==> src/design/sac_consts.svh <==
// constants of the sar converter sequencer: offsets, fields, resets, timing
`ifndef SAC_CONSTS_SVH
`define SAC_CONSTS_SVH

// ==================================================
// register map (byte addresses)
`define SAC_ADR_CTRL 8'h00
`define SAC_ADR_STATUS 8'h04
`define SAC_ADR_RESULT 8'h08
`define SAC_CTRL_RST 5'h00
`define SAC_CTRL_W 5

// ==================================================
// shared data pins used by the serial port
`define SAC_SDO_BIT 0
`define SAC_SCLK_BIT 1
`define SAC_SYNC_BIT 2

// ==================================================
// codes
`define SAC_CODE_FULL 16'hffff
`define SAC_CODE_ZERO 16'h0000
`define SAC_CODE_MSB 16'h8000

// ==================================================
// timing
`define SAC_CLK_MHZ 250
`define SAC_CONV_FAST_NS 750
`define SAC_CONV_NORM_NS 1000
`define SAC_CONV_LOWP_NS 1250
`define SAC_ACQ_NS 250
`define SAC_NS2CYC(ns) (((ns) * `SAC_CLK_MHZ + 999) / 1000)
`define SAC_QTR_CYC 2

// ==================================================
// pin synchroniser reset: convert and read strobes and chip select idle high, other selects low
`define SAC_PIN_W 27
`define SAC_PIN_RST 27'h40c0000

`endif

==> src/design/sac_pkg.sv <==
// types of the sar converter sequencer
package sac_pkg;

    typedef enum logic [1:0] {
        SAC_MODE_FAST = 2'b00,
        SAC_MODE_NORMAL = 2'b01,
        SAC_MODE_LOWPWR = 2'b10
    } sac_mode_e;

    typedef enum logic [1:0] {
        SAC_ST_IDLE = 2'b00,
        SAC_ST_CONV = 2'b01,
        SAC_ST_SHIFT = 2'b10,
        SAC_ST_ACQ = 2'b11
    } sac_state_e;

    typedef struct packed {
        logic rdcAfterHigh;
        logic syncInv;
        logic sclkInv;
        sac_mode_e mode;
    } sac_ctrl_s;

    typedef struct packed {
        logic cnvN;
        logic pd;
        logic coding;
        logic portSer;
        logic swap;
        logic clkExt;
        logic rdc;
        logic csN;
        logic rdN;
        logic over;
        logic under;
        logic [15:0] code;
    } sac_pins_s;

endpackage

==> src/design/sac_ctrl.sv <==
// conversion sequencer and host data port of a 16-bit sar converter
`timescale 1ns/100ps
`include "sac_consts.svh"

// ==================================================
// Overview of operation
// - a launched conversion always completes; strobe and power-down cannot abort it
// - at conversion end the output code is formed and busy drops
// - low-power mode: strobe held low with busy low self-launches next conversion
// - self-launch only in low-power mode; other modes need a strobe edge
// - self-launched rate is not clamped to the low-power throughput figure
// - low-power mode drops core power after each conversion; interface stays up
// - chip select or read strobe high puts the data outputs in high impedance; busy stays driven
// - coding select picks straight binary or twos complement for every result
// - overrange gives all ones, or largest positive in twos complement
// - underrange gives all zeros, or most negative in twos complement
// - port style low: result on parallel bus until the next result forms
// - byte order low: low byte on lower lane; high swaps the lanes
// - serial port shares the data pins, chosen by port style high
// - serial result leaves msb first, 16 shift clock pulses
// - each serial bit holds across both edges of its clock pulse
// - clock source low: device makes shift clock and frame strobe
// - shift clock and frame strobe polarity are each invertible
// - read timing input picks read after conversion or during next one
// - master read-after mode keeps busy high until all 16 bits are out
module sac_ctrl
    import sac_pkg::*;
(
    input wire logic sys_clk,
    input wire logic rst_n,
    input wire logic wb_cyc_i,
    input wire logic wb_stb_i,
    input wire logic wb_we_i,
    input wire logic [7:0] wb_adr_i,
    input wire logic [31:0] wb_dat_i,
    input wire logic [3:0] wb_sel_i,
    output logic [31:0] wb_dat_o,
    output logic wb_ack_o,
    input wire logic convert_strobe_n,
    input wire logic power_down_in,
    input wire logic output_coding_sel,
    input wire logic port_style_sel,
    input wire logic byte_order_sel,
    input wire logic clock_source_sel,
    input wire logic read_timing_chain_in,
    input wire logic chip_select_n,
    input wire logic read_strobe_n,
    input wire logic overRange,
    input wire logic underRange,
    input wire logic [15:0] sampleCode,
    output logic busy,
    output logic [15:0] dataOut,
    output logic dataOe_n,
    output logic corePowerSave
);

    localparam logic [9:0] CONV_FAST_CYC = 10'(`SAC_NS2CYC(`SAC_CONV_FAST_NS));
    localparam logic [9:0] CONV_NORM_CYC = 10'(`SAC_NS2CYC(`SAC_CONV_NORM_NS));
    localparam logic [9:0] CONV_LOWP_CYC = 10'(`SAC_NS2CYC(`SAC_CONV_LOWP_NS));
    localparam logic [9:0] ACQ_CYC = 10'(`SAC_NS2CYC(`SAC_ACQ_NS));
    localparam logic [2:0] QTR_CYC = 3'(`SAC_QTR_CYC);

    // ==================================================
    // pin synchroniser
    logic [`SAC_PIN_W-1:0] pinRaw;
    logic [`SAC_PIN_W-1:0] pinMeta;
    logic [`SAC_PIN_W-1:0] pinSync;
    sac_pins_s pin;
    logic cnvPrev;
    logic cnvFall;

    assign pinRaw = {convert_strobe_n, power_down_in, output_coding_sel, port_style_sel,
                     byte_order_sel, clock_source_sel, read_timing_chain_in, chip_select_n,
                     read_strobe_n, overRange, underRange, sampleCode};
    assign pin = sac_pins_s'(pinSync);

    always_ff @(posedge sys_clk or negedge rst_n) begin
        if (!rst_n) begin
            pinMeta <= `SAC_PIN_RST;
            pinSync <= `SAC_PIN_RST;
        end else begin
            pinMeta <= pinRaw;
            pinSync <= pinMeta;
        end
    end

    always_ff @(posedge sys_clk or negedge rst_n) begin
        if (!rst_n) begin
            cnvPrev <= 1'b1;
        end else begin
            cnvPrev <= pin.cnvN;
        end
    end

    assign cnvFall = cnvPrev & ~pin.cnvN;

    // ==================================================
    // wishbone slave
    sac_ctrl_s ctrl;
    sac_state_e state;
    logic wbReq;
    logic [31:0] next_rdata;
    logic busyReg;
    logic resultValid;
    logic shiftActive;
    logic [15:0] result;

    assign wbReq = wb_cyc_i & wb_stb_i;

    always_ff @(posedge sys_clk or negedge rst_n) begin
        if (!rst_n) begin
            wb_ack_o <= 1'b0;
        end else begin
            wb_ack_o <= wbReq & ~wb_ack_o;
        end
    end

    // write lands on the edge where the master sees ack
    always_ff @(posedge sys_clk or negedge rst_n) begin
        if (!rst_n) begin
            ctrl <= sac_ctrl_s'(`SAC_CTRL_RST);
        end else if (wbReq & wb_ack_o & wb_we_i & wb_sel_i[0] && wb_adr_i == `SAC_ADR_CTRL) begin
            ctrl <= sac_ctrl_s'(wb_dat_i[`SAC_CTRL_W-1:0]);
        end
    end

    always_comb begin
        case (wb_adr_i)
            `SAC_ADR_CTRL: next_rdata = {27'h0, ctrl};
            `SAC_ADR_STATUS: next_rdata = {26'h0, corePowerSave, resultValid, shiftActive, state, busyReg};
            `SAC_ADR_RESULT: next_rdata = {16'h0, result};
            default: next_rdata = 32'h0;
        endcase
    end

    always_ff @(posedge sys_clk or negedge rst_n) begin
        if (!rst_n) begin
            wb_dat_o <= 32'h0;
        end else if (wbReq & ~wb_ack_o) begin
            wb_dat_o <= next_rdata;
        end
    end

    // ==================================================
    // output coding
    function automatic logic [15:0] codeOf(input logic [15:0] raw, input logic over,
                                          input logic under, input logic binary);
        logic [15:0] clip;
        clip = over ? `SAC_CODE_FULL : (under ? `SAC_CODE_ZERO : raw);
        codeOf = binary ? clip : clip ^ `SAC_CODE_MSB;
    endfunction

    // ==================================================
    // conversion sequencer
    logic lowPwr;
    logic masterSer;
    logic afterMode;
    logic autoNext;
    logic convStart;
    logic convEnd;
    logic shiftStart;
    logic [9:0] convCyc;
    logic [9:0] cnt;
    logic [15:0] heldCode;
    logic heldOver;
    logic heldUnder;
    logic [15:0] coded;

    assign lowPwr = ctrl.mode == SAC_MODE_LOWPWR;
    assign masterSer = pin.portSer & ~pin.clkExt;
    assign afterMode = pin.rdc == ctrl.rdcAfterHigh;
    assign autoNext = lowPwr & ~pin.cnvN;
    assign coded = codeOf(heldCode, heldOver, heldUnder, pin.coding);
    // first launch always needs a strobe edge, in low-power mode too
    assign convStart = (state == SAC_ST_IDLE && cnvFall && !pin.pd) ||
                       (state == SAC_ST_ACQ && autoNext && cnt == 10'h0);
    assign convEnd = state == SAC_ST_CONV && cnt == 10'h0;
    assign shiftStart = masterSer & ~shiftActive &
                        ((convEnd & afterMode) | (convStart & ~afterMode & resultValid));

    always_comb begin
        case (ctrl.mode)
            SAC_MODE_FAST: convCyc = CONV_FAST_CYC;
            SAC_MODE_LOWPWR: convCyc = CONV_LOWP_CYC;
            default: convCyc = CONV_NORM_CYC;
        endcase
    end

    // power-down and strobe are only looked at outside a conversion
    always_ff @(posedge sys_clk or negedge rst_n) begin
        if (!rst_n) begin
            state <= SAC_ST_IDLE;
            cnt <= 10'h0;
            busyReg <= 1'b0;
        end else begin
            case (state)
                SAC_ST_IDLE: begin
                    if (convStart) begin
                        state <= SAC_ST_CONV;
                        cnt <= convCyc - 10'h1;
                        busyReg <= 1'b1;
                    end
                end
                SAC_ST_CONV: begin
                    if (cnt != 10'h0) begin
                        cnt <= cnt - 10'h1;
                    end else if (masterSer & afterMode) begin
                        state <= SAC_ST_SHIFT;
                    end else begin
                        busyReg <= 1'b0;
                        cnt <= ACQ_CYC - 10'h1;
                        state <= autoNext ? SAC_ST_ACQ : SAC_ST_IDLE;
                    end
                end
                SAC_ST_SHIFT: begin
                    if (!shiftActive) begin
                        busyReg <= 1'b0;
                        cnt <= ACQ_CYC - 10'h1;
                        state <= autoNext ? SAC_ST_ACQ : SAC_ST_IDLE;
                    end
                end
                SAC_ST_ACQ: begin
                    // acquisition runs from busy falling, input must already be settled
                    // no throughput clamp: relaunch as soon as acquisition ends
                    if (!autoNext) begin
                        state <= SAC_ST_IDLE;
                    end else if (cnt != 10'h0) begin
                        cnt <= cnt - 10'h1;
                    end else begin
                        state <= SAC_ST_CONV;
                        cnt <= convCyc - 10'h1;
                        busyReg <= 1'b1;
                    end
                end
                default: begin
                    state <= SAC_ST_IDLE;
                    busyReg <= 1'b0;
                end
            endcase
        end
    end

    // sample taken at the start of conversion, result formed at its end
    always_ff @(posedge sys_clk or negedge rst_n) begin
        if (!rst_n) begin
            heldCode <= 16'h0;
            heldOver <= 1'b0;
            heldUnder <= 1'b0;
        end else if (convStart) begin
            heldCode <= pin.code;
            heldOver <= pin.over;
            heldUnder <= pin.under;
        end
    end

    // result stands through the next acquisition and following conversion
    always_ff @(posedge sys_clk or negedge rst_n) begin
        if (!rst_n) begin
            result <= 16'h0;
            resultValid <= 1'b0;
        end else if (convEnd) begin
            result <= coded;
            resultValid <= 1'b1;
        end
    end

    // ==================================================
    // master serial shifter: each bit is four quarters, clock high in the middle
    // two, so data is steady across both clock edges
    logic [15:0] shiftReg;
    logic [3:0] bitCnt;
    logic [1:0] qtr;
    logic [2:0] divCnt;

    always_ff @(posedge sys_clk or negedge rst_n) begin
        if (!rst_n) begin
            shiftActive <= 1'b0;
            shiftReg <= 16'h0;
            bitCnt <= 4'h0;
            qtr <= 2'h0;
            divCnt <= 3'h0;
        end else if (!shiftActive) begin
            if (shiftStart) begin
                shiftActive <= 1'b1;
                shiftReg <= afterMode ? coded : result;
                bitCnt <= 4'h0;
                qtr <= 2'h0;
                divCnt <= QTR_CYC - 3'h1;
            end
        end else if (divCnt != 3'h0) begin
            divCnt <= divCnt - 3'h1;
        end else begin
            divCnt <= QTR_CYC - 3'h1;
            qtr <= qtr + 2'h1;
            if (qtr == 2'h3) begin
                shiftReg <= {shiftReg[14:0], 1'b0};
                bitCnt <= bitCnt + 4'h1;
                if (bitCnt == 4'hf) begin
                    shiftActive <= 1'b0;
                end
            end
        end
    end

    // ==================================================
    // pin drivers
    logic [15:0] next_data;
    logic sclkRaw;

    assign sclkRaw = shiftActive && (qtr == 2'h1 || qtr == 2'h2);

    always_comb begin
        next_data = 16'h0;
        if (pin.portSer) begin
            // slave clocking is not built: only the master port drives the shared pins
            if (masterSer) begin
                next_data[`SAC_SDO_BIT] = shiftActive & shiftReg[15];
                next_data[`SAC_SCLK_BIT] = sclkRaw ^ ctrl.sclkInv;
                next_data[`SAC_SYNC_BIT] = shiftActive ^ ctrl.syncInv;
            end
        end else if (pin.swap) begin
            next_data = {result[7:0], result[15:8]};
        end else begin
            next_data = result;
        end
    end

    always_ff @(posedge sys_clk or negedge rst_n) begin
        if (!rst_n) begin
            dataOut <= 16'h0;
            dataOe_n <= 1'b1;
            busy <= 1'b0;
            corePowerSave <= 1'b0;
        end else begin
            dataOut <= next_data;
            dataOe_n <= pin.csN | pin.rdN;
            busy <= busyReg;
            // reads during conversion should finish early; nothing here enforces it
            corePowerSave <= lowPwr && (state == SAC_ST_IDLE || state == SAC_ST_ACQ);
        end
    end

endmodule // sac_ctrl

==> config.mk <==
export PLATFORM = sky130hd
export DESIGN_NAME = sac_ctrl
export DESIGN_NICKNAME = d
export VERILOG_FILES = /design/src/design/sac_pkg.sv /design/src/design/sac_ctrl.sv
export VERILOG_INCLUDE_DIRS = /design/src /design/src/design
export SDC_FILE = /design/constraint.sdc
export NUM_CORES = 1
export LEC_CHECK = 0
export ABC_CLOCK_PERIOD_IN_PS = 4600
export BUFFER_PORTS_ARGS = -buffer_cell sky130_fd_sc_hd__buf_2
export CAP_MARGIN = 30
export CORE_ASPECT_RATIO = 1.4
export CORE_MARGIN = 8
export CORE_UTILIZATION = 40
export CTS_BUF_LIST = sky130_fd_sc_hd__clkbuf_4
export DETAILED_ROUTE_END_ITERATION = 8
export HOLD_SLACK_MARGIN = 0.12
export PLACE_DENSITY_LB_ADDON = 0.08
export SKIP_CTS_REPAIR_TIMING = 1
export SLEW_MARGIN = 20
export SYNTH_ARGS = -nofsm -noshare
export SYNTH_HDL_FRONTEND = slang
export SYNTH_SLANG_ARGS = --single-unit
export TNS_END_PERCENT = 5
==> constraint.sdc <==
create_clock -name sys_clk -period 4.6 [get_ports sys_clk]
set_input_delay 0.69 -clock sys_clk [delete_from_list [all_inputs] [get_ports sys_clk]]
set_output_delay 0.69 -clock sys_clk [all_outputs]
set_load 0.05 [all_outputs]
## Word-level counts from Yosys, hierarchy flattened

Index checks and enable logic that the tools add are counted.

- $add $sub $neg: 5
- Eq/ne operators: 21
- Multiplexer cells: 51
- Bitwise gates (word level): 25
- Reductions and logical operators: 24

Operator list:

| operator | count |
|---|---|
| $mux 16 | 9 |
| $mux 10 | 6 |
| $pmux 16 s3 | 1 |
| $pmux 10 s4 | 1 |
| $mux 2 | 10 |
| $sub 10x1->10 const B | 2 |
| $pmux 9 s2 | 1 |
| $mux 4 | 4 |
| $and 1x1->1 | 15 |
| $mux 3 | 5 |
| $ne 2x2->1 const B | 7 |
| $mux 13 | 1 |
| $mux 1 | 11 |
| $eq 2x2->1 const B | 5 |
| $logic_not 10->1 | 1 |
| $reduce_bool 10->1 | 1 |
| $eq 8x3->1 const B | 1 |
| $eq 8x4->1 const B | 1 |
| $logic_and 1x1->1 | 8 |
| $logic_not 8->1 | 1 |
| $pmux 2 s4 | 1 |
| $reduce_and 4->1 | 2 |
| $ne 3x3->1 const B | 2 |
| $not 1->1 | 6 |
| 18 further kinds | 24 |

- Flip-flop bits (word level): 186
- Output and inout port bits: 52

## Depth between registers and ports, before layout

Gate-level depths: netlist (run 1).

- Depth after elaboration: 11
- Depth in mapped cells: 9
- Mapped depth without buffers: 8

## Worst setup path before layout (run 1)

Ideal clock, no wire load.

- Path kind: register to register
- Start point: reg cnt[0]
- End point: reg cnt[0]
- Arrival: 2230 ps
- Slack: 2242 ps
- Stages on the path, launching flop included: 9
- Buffers on the path: 1
- Cell sequence: dfrtp_1 > inv_1 > ha_1 > or3b_1 > nor4_4 > nand2_2 > and2_1 > buf_2 > mux2_1

- Word-level cells in the longest chain between the ends: 5
- Elaborated cells on any way between the ends: 12
- Classes of those cells: add/sub: 1; eq/ne: 2; mux: 4; reduce/logical: 5

Ends and longest elaborated chain:

| what | line | RTL |
|---|---|---|
| from (decl) | sac_ctrl.sv:163 | `logic [9:0] cnt;` |
| from (signal assigned) | sac_ctrl.sv:200 | `cnt <= convCyc - 10'h1;` |
| from (signal assigned) | sac_ctrl.sv:206 | `cnt <= cnt - 10'h1;` |
| from (signal assigned) | sac_ctrl.sv:211 | `cnt <= ACQ_CYC - 10'h1;` |
| branches (longest 5 deep; another with $sub 10x1->10) | n/a |  |

Parallel ways; which one is timed is not known. The select of a mux whose other input is x is not followed.
A chain may end at the register's enable or synchronous reset.

## Worst setup path after layout (run 1)

Ends and elaborated chain as after synthesis.

==> results.sh, run 1 <==
export IMPL_die_y_um=174
export IMPL_viasPerCell=5.02
export IMPL_drive_gt1_share_pct=23.9
export IMPL_htreeDepth=4
export IMPL_clkTransAtPathRegs_ns=0.16
export IMPL_grt_pass1_wl_um=24900
export IMPL_min_period_ns=3.18
export IMPL_syn_to_final_growth_pct=11.8
export IMPL_cts_sinks=170
export IMPL_hold_viol=0
export IMPL_synth_top_family_by_area="compound AO/OA/AOI/OAI gates"
export IMPL_gp_congestion=0.825
export IMPL_status="complete, no violations"
export IMPL_max_vdd_ir_drop_mv=0.215
export IMPL_synth_seq_area_share_pct=59.8
export IMPL_synth_xor_area_share_pct=0.491
export IMPL_synth_top_area_cell="dfrtp_1"
export IMPL_dp_cells=910
export IMPL_fin_hold_ws_ns=0.165
export IMPL_setup_tns_ns=0
export IMPL_hp_class="in2async"
export IMPL_critPathLaunchType="flop"
export IMPL_final_cells=944
export IMPL_initial_core_util_pct=40.3
export IMPL_drv_cap=0
export IMPL_grt_overflow_total=0
export IMPL_leakage_nw=3.85
export IMPL_dieArea_um2=22400
export IMPL_antenna_found_initial=1
export IMPL_synthAdderAreaFrac_pct=1.75
export IMPL_dp_slack_ns=1.46
export IMPL_fin_crit_sh_pct=69.0
export IMPL_synth_edf_count=0
export IMPL_synthArstFlopShare_pct=100
export IMPL_end_kind="flop"
export IMPL_antenna_left=0
export IMPL_io_pins=128
export IMPL_clk_latency_ns=0.57
export IMPL_fp_coreArea_um2=17700
export IMPL_ys_seq_elements=170
export IMPL_nets=776
export IMPL_drv_slew=0
export IMPL_grt_max_degree=96
export IMPL_grt_pass1_vias=4744
export IMPL_synth_compound_area_share_pct=13.8
export IMPL_synthSimpleGateAreaFrac_pct=8.98
export IMPL_p_total_mw=4.04
export IMPL_final_common_cell="dfrtp_1"
export IMPL_utilization_pct=45.1
export IMPL_num_rows=58
export IMPL_post_dp_hpwl_um=10600
export IMPL_numCtsBuffers=17
export IMPL_tightestPinTransition_ns=1.05
export IMPL_arrival_ns=3.64
export IMPL_drcViolationCount=0
export IMPL_rsz0062_at_grt="no"
export IMPL_drtPass1Iterations=4
export IMPL_slew_headroom_pct=29.7
export IMPL_design_area_um2=7980
export IMPL_grtUsageTotal_pct=14.1
export IMPL_required_ns=5.07
export IMPL_wire_per_inst_um=16.1
export IMPL_setup_viol=0
export IMPL_yosys_area_top_type_share_pct=56.8
export IMPL_critPathMaxFanout=13
export IMPL_clockBufferDepth=2
export IMPL_nFillCells=1723
export IMPL_netlist_top_cells_area="dfrtp_1, mux2i_1, a21oi_1, mux2_2, nor2_1"
export IMPL_cts_tree="built"
export IMPL_vias=4740
export IMPL_drtIter0Drc=294
export IMPL_muxShareOfSynthArea_pct=9.91
export IMPL_rr_worst_depth=7
export IMPL_dpl_cell_area_um2=7710
export IMPL_portBuffers=81
export IMPL_final_cell_mix="dfrtp_1, buf_2, a21oi_1"
export IMPL_setup_slack_ns=1.42
export IMPL_synth_top_flop_cell="dfrtp_1"
export IMPL_power_density_nw_per_um2=506
export IMPL_ys_warn_count=0
export IMPL_synth_cell_area_um2=7140
export IMPL_finalClockSkew_ns=0.0196
export IMPL_wirelength_um=15200
export IMPL_die_w_um=129
export IMPL_syn_avg_cell_area_um2=11.6
export IMPL_critPathKind="reg2reg"
export IMPL_max_freq_ghz=0.315
export IMPL_syn_inst=615
export IMPL_synth_cell_type_count=56
export IMPL_cts_root_buf="clkbuf_4"
## cell type report
class / count / area, um2 / share of cell area [%]
multi-input combinational: 380 / 2560 / 32.1
tap: 240 / 300 / 3.76
timing repair buffer: 89 / 469 / 5.88
clock buffer: 17 / 128 / 1.60
inverter: 32 / 120 / 1.51
clock inverter: 15 / 133 / 1.66
antenna: 1 / 2.50 / 0.0314
sequential: 170 / 4260 / 53.4
## critical path, cell delays in order, from the launching register on
cell and delay, ns:
dfrtp_1 0.45, inv_1 0.07, ha_1 0.20, nor3b_1 0.51, nand4_1 0.21, a21oi_1 0.88
and2_1 0.42, mux2_1 0.35
## path summary, 6_finish.rpt
path / endpoint / from / slack, ns
min: pinMeta[23]$_DFF_PN0_ / rst_n / 0.17
max: cnt[0]$_DFFE_PN0P_ / cnt[0]$_DFFE_PN0P_ / 1.42
min in group sys_clk: pinMeta[26]$_DFF_PN1_ / convert_strobe_n / 0.21
min reg2reg: pin[4]$_DFF_PN0_ / pinMeta[4]$_DFF_PN0_ / 0.36
max reg2reg: cnt[0]$_DFFE_PN0P_ / cnt[0]$_DFFE_PN0P_ / 1.42
max in group asynchronous: dataOe_n$_DFF_PN1_ / rst_n / 3.31
## synth_stat cells (5+ instances only)
master    instances
ha_1             10
inv_1            32
o21ai_0          17
a31oi_1           9
nand2_1          21
or2_2             8
nand3_1           7
nor3_1            7
buf_4            18
dfrtp_1         162
clkbuf_1         26
mux2_2           26
a22o_1           18
a21oi_1          59
mux2i_1          38
or3_1             5
nor2_1           58
a211oi_1         19
dfstp_2           8
## state kept, by name (all words and copies together), names as in the netlist, 2 cells and up
name / flops
bitCnt: 4
cnt: 10
ctrl: 5
dataOut: 16
divCnt: 3
heldCode: 16
pin: 27
pinMeta: 27
qtr: 2
result: 16
shiftReg: 16
state: 2
wb_dat_o: 16
## routing by layer
layer,part of all wire (%),vias to the layer above,GRT usage [%]
met5,0,-,0
met4,1.2,0,4.86
met3,5.4,19,4.05
met2,49,112,22.5
met1,45,2323,17.8
li1,-,2286,-
## power by group
group          total, mW  switching (mW)  internal (mW)
registers           2.04           0.272           1.77
clock network      0.804           0.567          0.238
logic               1.19           0.721          0.470
total               4.04            1.56           2.48
## logic make-up after synthesis
logic type | Yosys count
flops | 170
compound gates | 152
simple gates | 131
buf+inv | 80
mux | 67
fa+ha+maj | 10
xor+xnor | 4
other cells | 1
Power figures use the tool's default switching activity.
==> run 2, diff against run 1 <==
ABC_AREA = 1   (was unset)
ABC_CLOCK_PERIOD_IN_PS = 2600   (was 4600)
clock period = 2.6 ns   (was 4.6 ns; I/O delays follow)
==> run 2 against run 1 <==
Net effect:
- routed wire length up 13%
- via count up 18%
- hold slack better by 0.031 ns
==> results.sh, run 2 <==
export IMPL_grt_pass1_vias=5420
export IMPL_syn_to_final_growth_pct=18.2
export IMPL_final_cell_mix="nand2_1, dfrtp_1, o21ai_0"
export IMPL_leakage_nw=4.35
export IMPL_max_vdd_ir_drop_mv=0.404
export IMPL_p_seq_share_pct=46.7
export IMPL_design_area_um2=8580
export IMPL_status="complete, no violations"
export IMPL_synthArstFlopShare_pct=100
export IMPL_drv_cap=0
export IMPL_dpl_cell_area_um2=7900
export IMPL_fin_hold_ws_ns=0.196
export IMPL_grt_overflow_total=0
export IMPL_gp_congestion=0.828
export IMPL_synth_cell_type_count=40
export IMPL_ys_warn_count=0
export IMPL_crit_top_cell="nand2_1"
export IMPL_power_density_nw_per_um2=872
export IMPL_synth_most_common_cell="nand2_1"
export IMPL_slowest_delay_ns=0.44
export IMPL_die_w_um=130
export IMPL_ys_seq_elements=170
export IMPL_portBuffers=81
export IMPL_finalClockSkew_ns=0.0188
export IMPL_crit_path_top_delay_cell="dfrtp_1"
export IMPL_arrival_ns=2.61
export IMPL_drtIter0Drc=314
export IMPL_drive_gt1_share_pct=16.4
export IMPL_synth_seq_area_share_pct=58.8
export IMPL_hold_viol=0
export IMPL_antenna_left=0
export IMPL_cpLargestDelayFamily="simple AND/OR/NAND/NOR gates"
export IMPL_rsz0062_at_grt="no"
export IMPL_viasPerCell=4.77
export IMPL_nFillCells=1752
export IMPL_synth_common_cells="nand2_1, dfrtp_1, o21ai_0"
export IMPL_end_kind="flop"
export IMPL_clk_latency_ns=0.56
export IMPL_fin_crit_sh_pct=83.1
export IMPL_synth_cell_area_um2=7250
export IMPL_setup_tns_ns=0
export IMPL_grt_pass1_wl_um=28000
export IMPL_crit_path_cell_trace="inv_1, ha_1, nand3_2, nor2_2, nand3_1, nand3_1, nand2_1, nor2_4, inv_1, nand2_1, nand2_1"
export IMPL_fp_coreArea_um2=17900
export IMPL_final_common_cell="nand2_1"
export IMPL_clkTransAtPathRegs_ns=0.15
export IMPL_synth_top_area_cell="dfrtp_1"
export IMPL_synth_top_flop_cell="dfrtp_1"
export IMPL_critPathMaxFanout=15
export IMPL_comb_power_share_pct=30.8
export IMPL_htreeDepth=4
export IMPL_drcViolationCount=0
export IMPL_cts_tree="built"
export IMPL_crit_buf_inv=2
export IMPL_setup_viol=0
export IMPL_num_rows=58
export IMPL_sw_frac_of_total_pct=38.7
export IMPL_dp_cells=1110
export IMPL_setup_slack_ns=0.440
export IMPL_drtPass1Iterations=5
export IMPL_utilization_pct=48.0
export IMPL_io_pins=128
export IMPL_vias=5614
export IMPL_cts_root_buf="clkbuf_4"
export IMPL_min_period_ns=2.16
export IMPL_netlist_top_cells_area="dfrtp_1, nand2_1, o21ai_0, inv_1, nand3_1"
export IMPL_p_total_mw=7.48
export IMPL_required_ns=3.05
export IMPL_dieArea_um2=22800
export IMPL_synth_edf_count=0
export IMPL_p_switching_mw=2.89
export IMPL_syn_avg_cell_area_um2=9.02
export IMPL_hp_class="in2reg"
export IMPL_syn_inst=804
export IMPL_critPathKind="reg2reg"
export IMPL_die_y_um=175
export IMPL_antenna_found_initial=1
export IMPL_max_freq_ghz=0.463
export IMPL_nets=1010
export IMPL_cts_sinks=170
export IMPL_clock_power_share_pct=22.5
export IMPL_final_cells=1178
export IMPL_slew_headroom_pct=39.8
export IMPL_clockBufferDepth=2
export IMPL_initial_core_util_pct=40.6
export IMPL_critPathLaunchType="flop"
export IMPL_drv_slew=0
export IMPL_wirelength_um=17100
export IMPL_grtUsageTotal_pct=15.7
export IMPL_post_dp_hpwl_um=12100
export IMPL_power_internal_mw=4.59
export IMPL_numCtsBuffers=17
export IMPL_grt_max_degree=73
export IMPL_wire_per_inst_um=14.5
export IMPL_yosys_area_top_type_share_pct=55.9
export IMPL_dp_slack_ns=0.503
export IMPL_tightestPinTransition_ns=0.903
==> run 2: final timing paths <==
check,start,slack [ns],endpoint,depth (start not counted)
setup / recovery,cnt[0]$_DFFE_PN0P_,0.44,cnt[8]$_DFFE_PN0P_,11
hold / removal,wb_adr_i[2],0.20,ctrl[4]$_DFFE_PN0P_,4
setup reg to reg,cnt[0]$_DFFE_PN0P_,0.44,cnt[8]$_DFFE_PN0P_,11
hold reg to reg,pinMeta[19]$_DFF_PN1_,0.37,pin[19]$_DFF_PN1_,0
max in group asynchronous,rst_n,1.47,dataOe_n$_DFF_PN1_,3
min in group asynchronous,rst_n,0.38,wb_dat_o[13]$_DFFE_PN0P_,2
==> run 2: kinds of logic (layout without fill, tap and decap cells) <==
group | count (synthesis) | count (layout) | share of synthesized area [%]
multiplexers | 1 | 1 | 0.155
other | 1 | 17 | 0.0517
AO/OA/AOI/OAI | 134 | 134 | 10.0
XOR/XNOR | 7 | 7 | 0.949
AND/OR/NAND/NOR | 359 | 359 | 21.0
adder cells (fa/ha/maj) | 10 | 10 | 1.72
flip-flops | 170 | 170 | 58.8
buffers and inverters | 122 | 240 | 7.36
==> run 2: cell type report <==
cell class              count  area, um2  area share (%)
flip-flops and latches    170       4260            49.7
multi-input cells         527       2510            29.3
repair buffers            129        872            10.2
well taps                 240        300            3.50
inverters                  79        297            3.46
clock inverters            13        185            2.16
clock buffers              19        143            1.66
diodes                      1       2.50          0.0292
==> run 2: power groups by stage <==
| stage | combinational [mW] | sequential (mW) | clock [mW] |
|---|---|---|---|
| 6_report | 2.31 | 3.49 | 1.69 |
| 4_1_cts | 2.28 | 3.49 | 1.74 |
| 3_5_place_dp | 2.27 | 3.55 | 0 |
| 5_1_grt | 2.63 | 3.56 | 1.85 |
| 3_3_place_gp | 2.24 | 3.53 | 0 |
| 2_1_floorplan | 1.53 | 3.61 | 0 |
==> run 2: worst min-delay path, delay by kind of cell <==
family                 cells  cell delay [ns]
buffers and inverters      1             0.13
AND/OR/NAND/NOR            3             0.21
==> run 2: metal layers <==
| metal | up-vias | global-route usage [%] | share of wire, % |
|---|---|---|---|
| li1 | 2786 | - | - |
| met1 | 2645 | 19.5 | 42 |
| met2 | 161 | 26.3 | 51 |
| met3 | 22 | 3.46 | 5.0 |
| met4 | 0 | 5.54 | 1.8 |
| met5 | - | 0 | 0 |
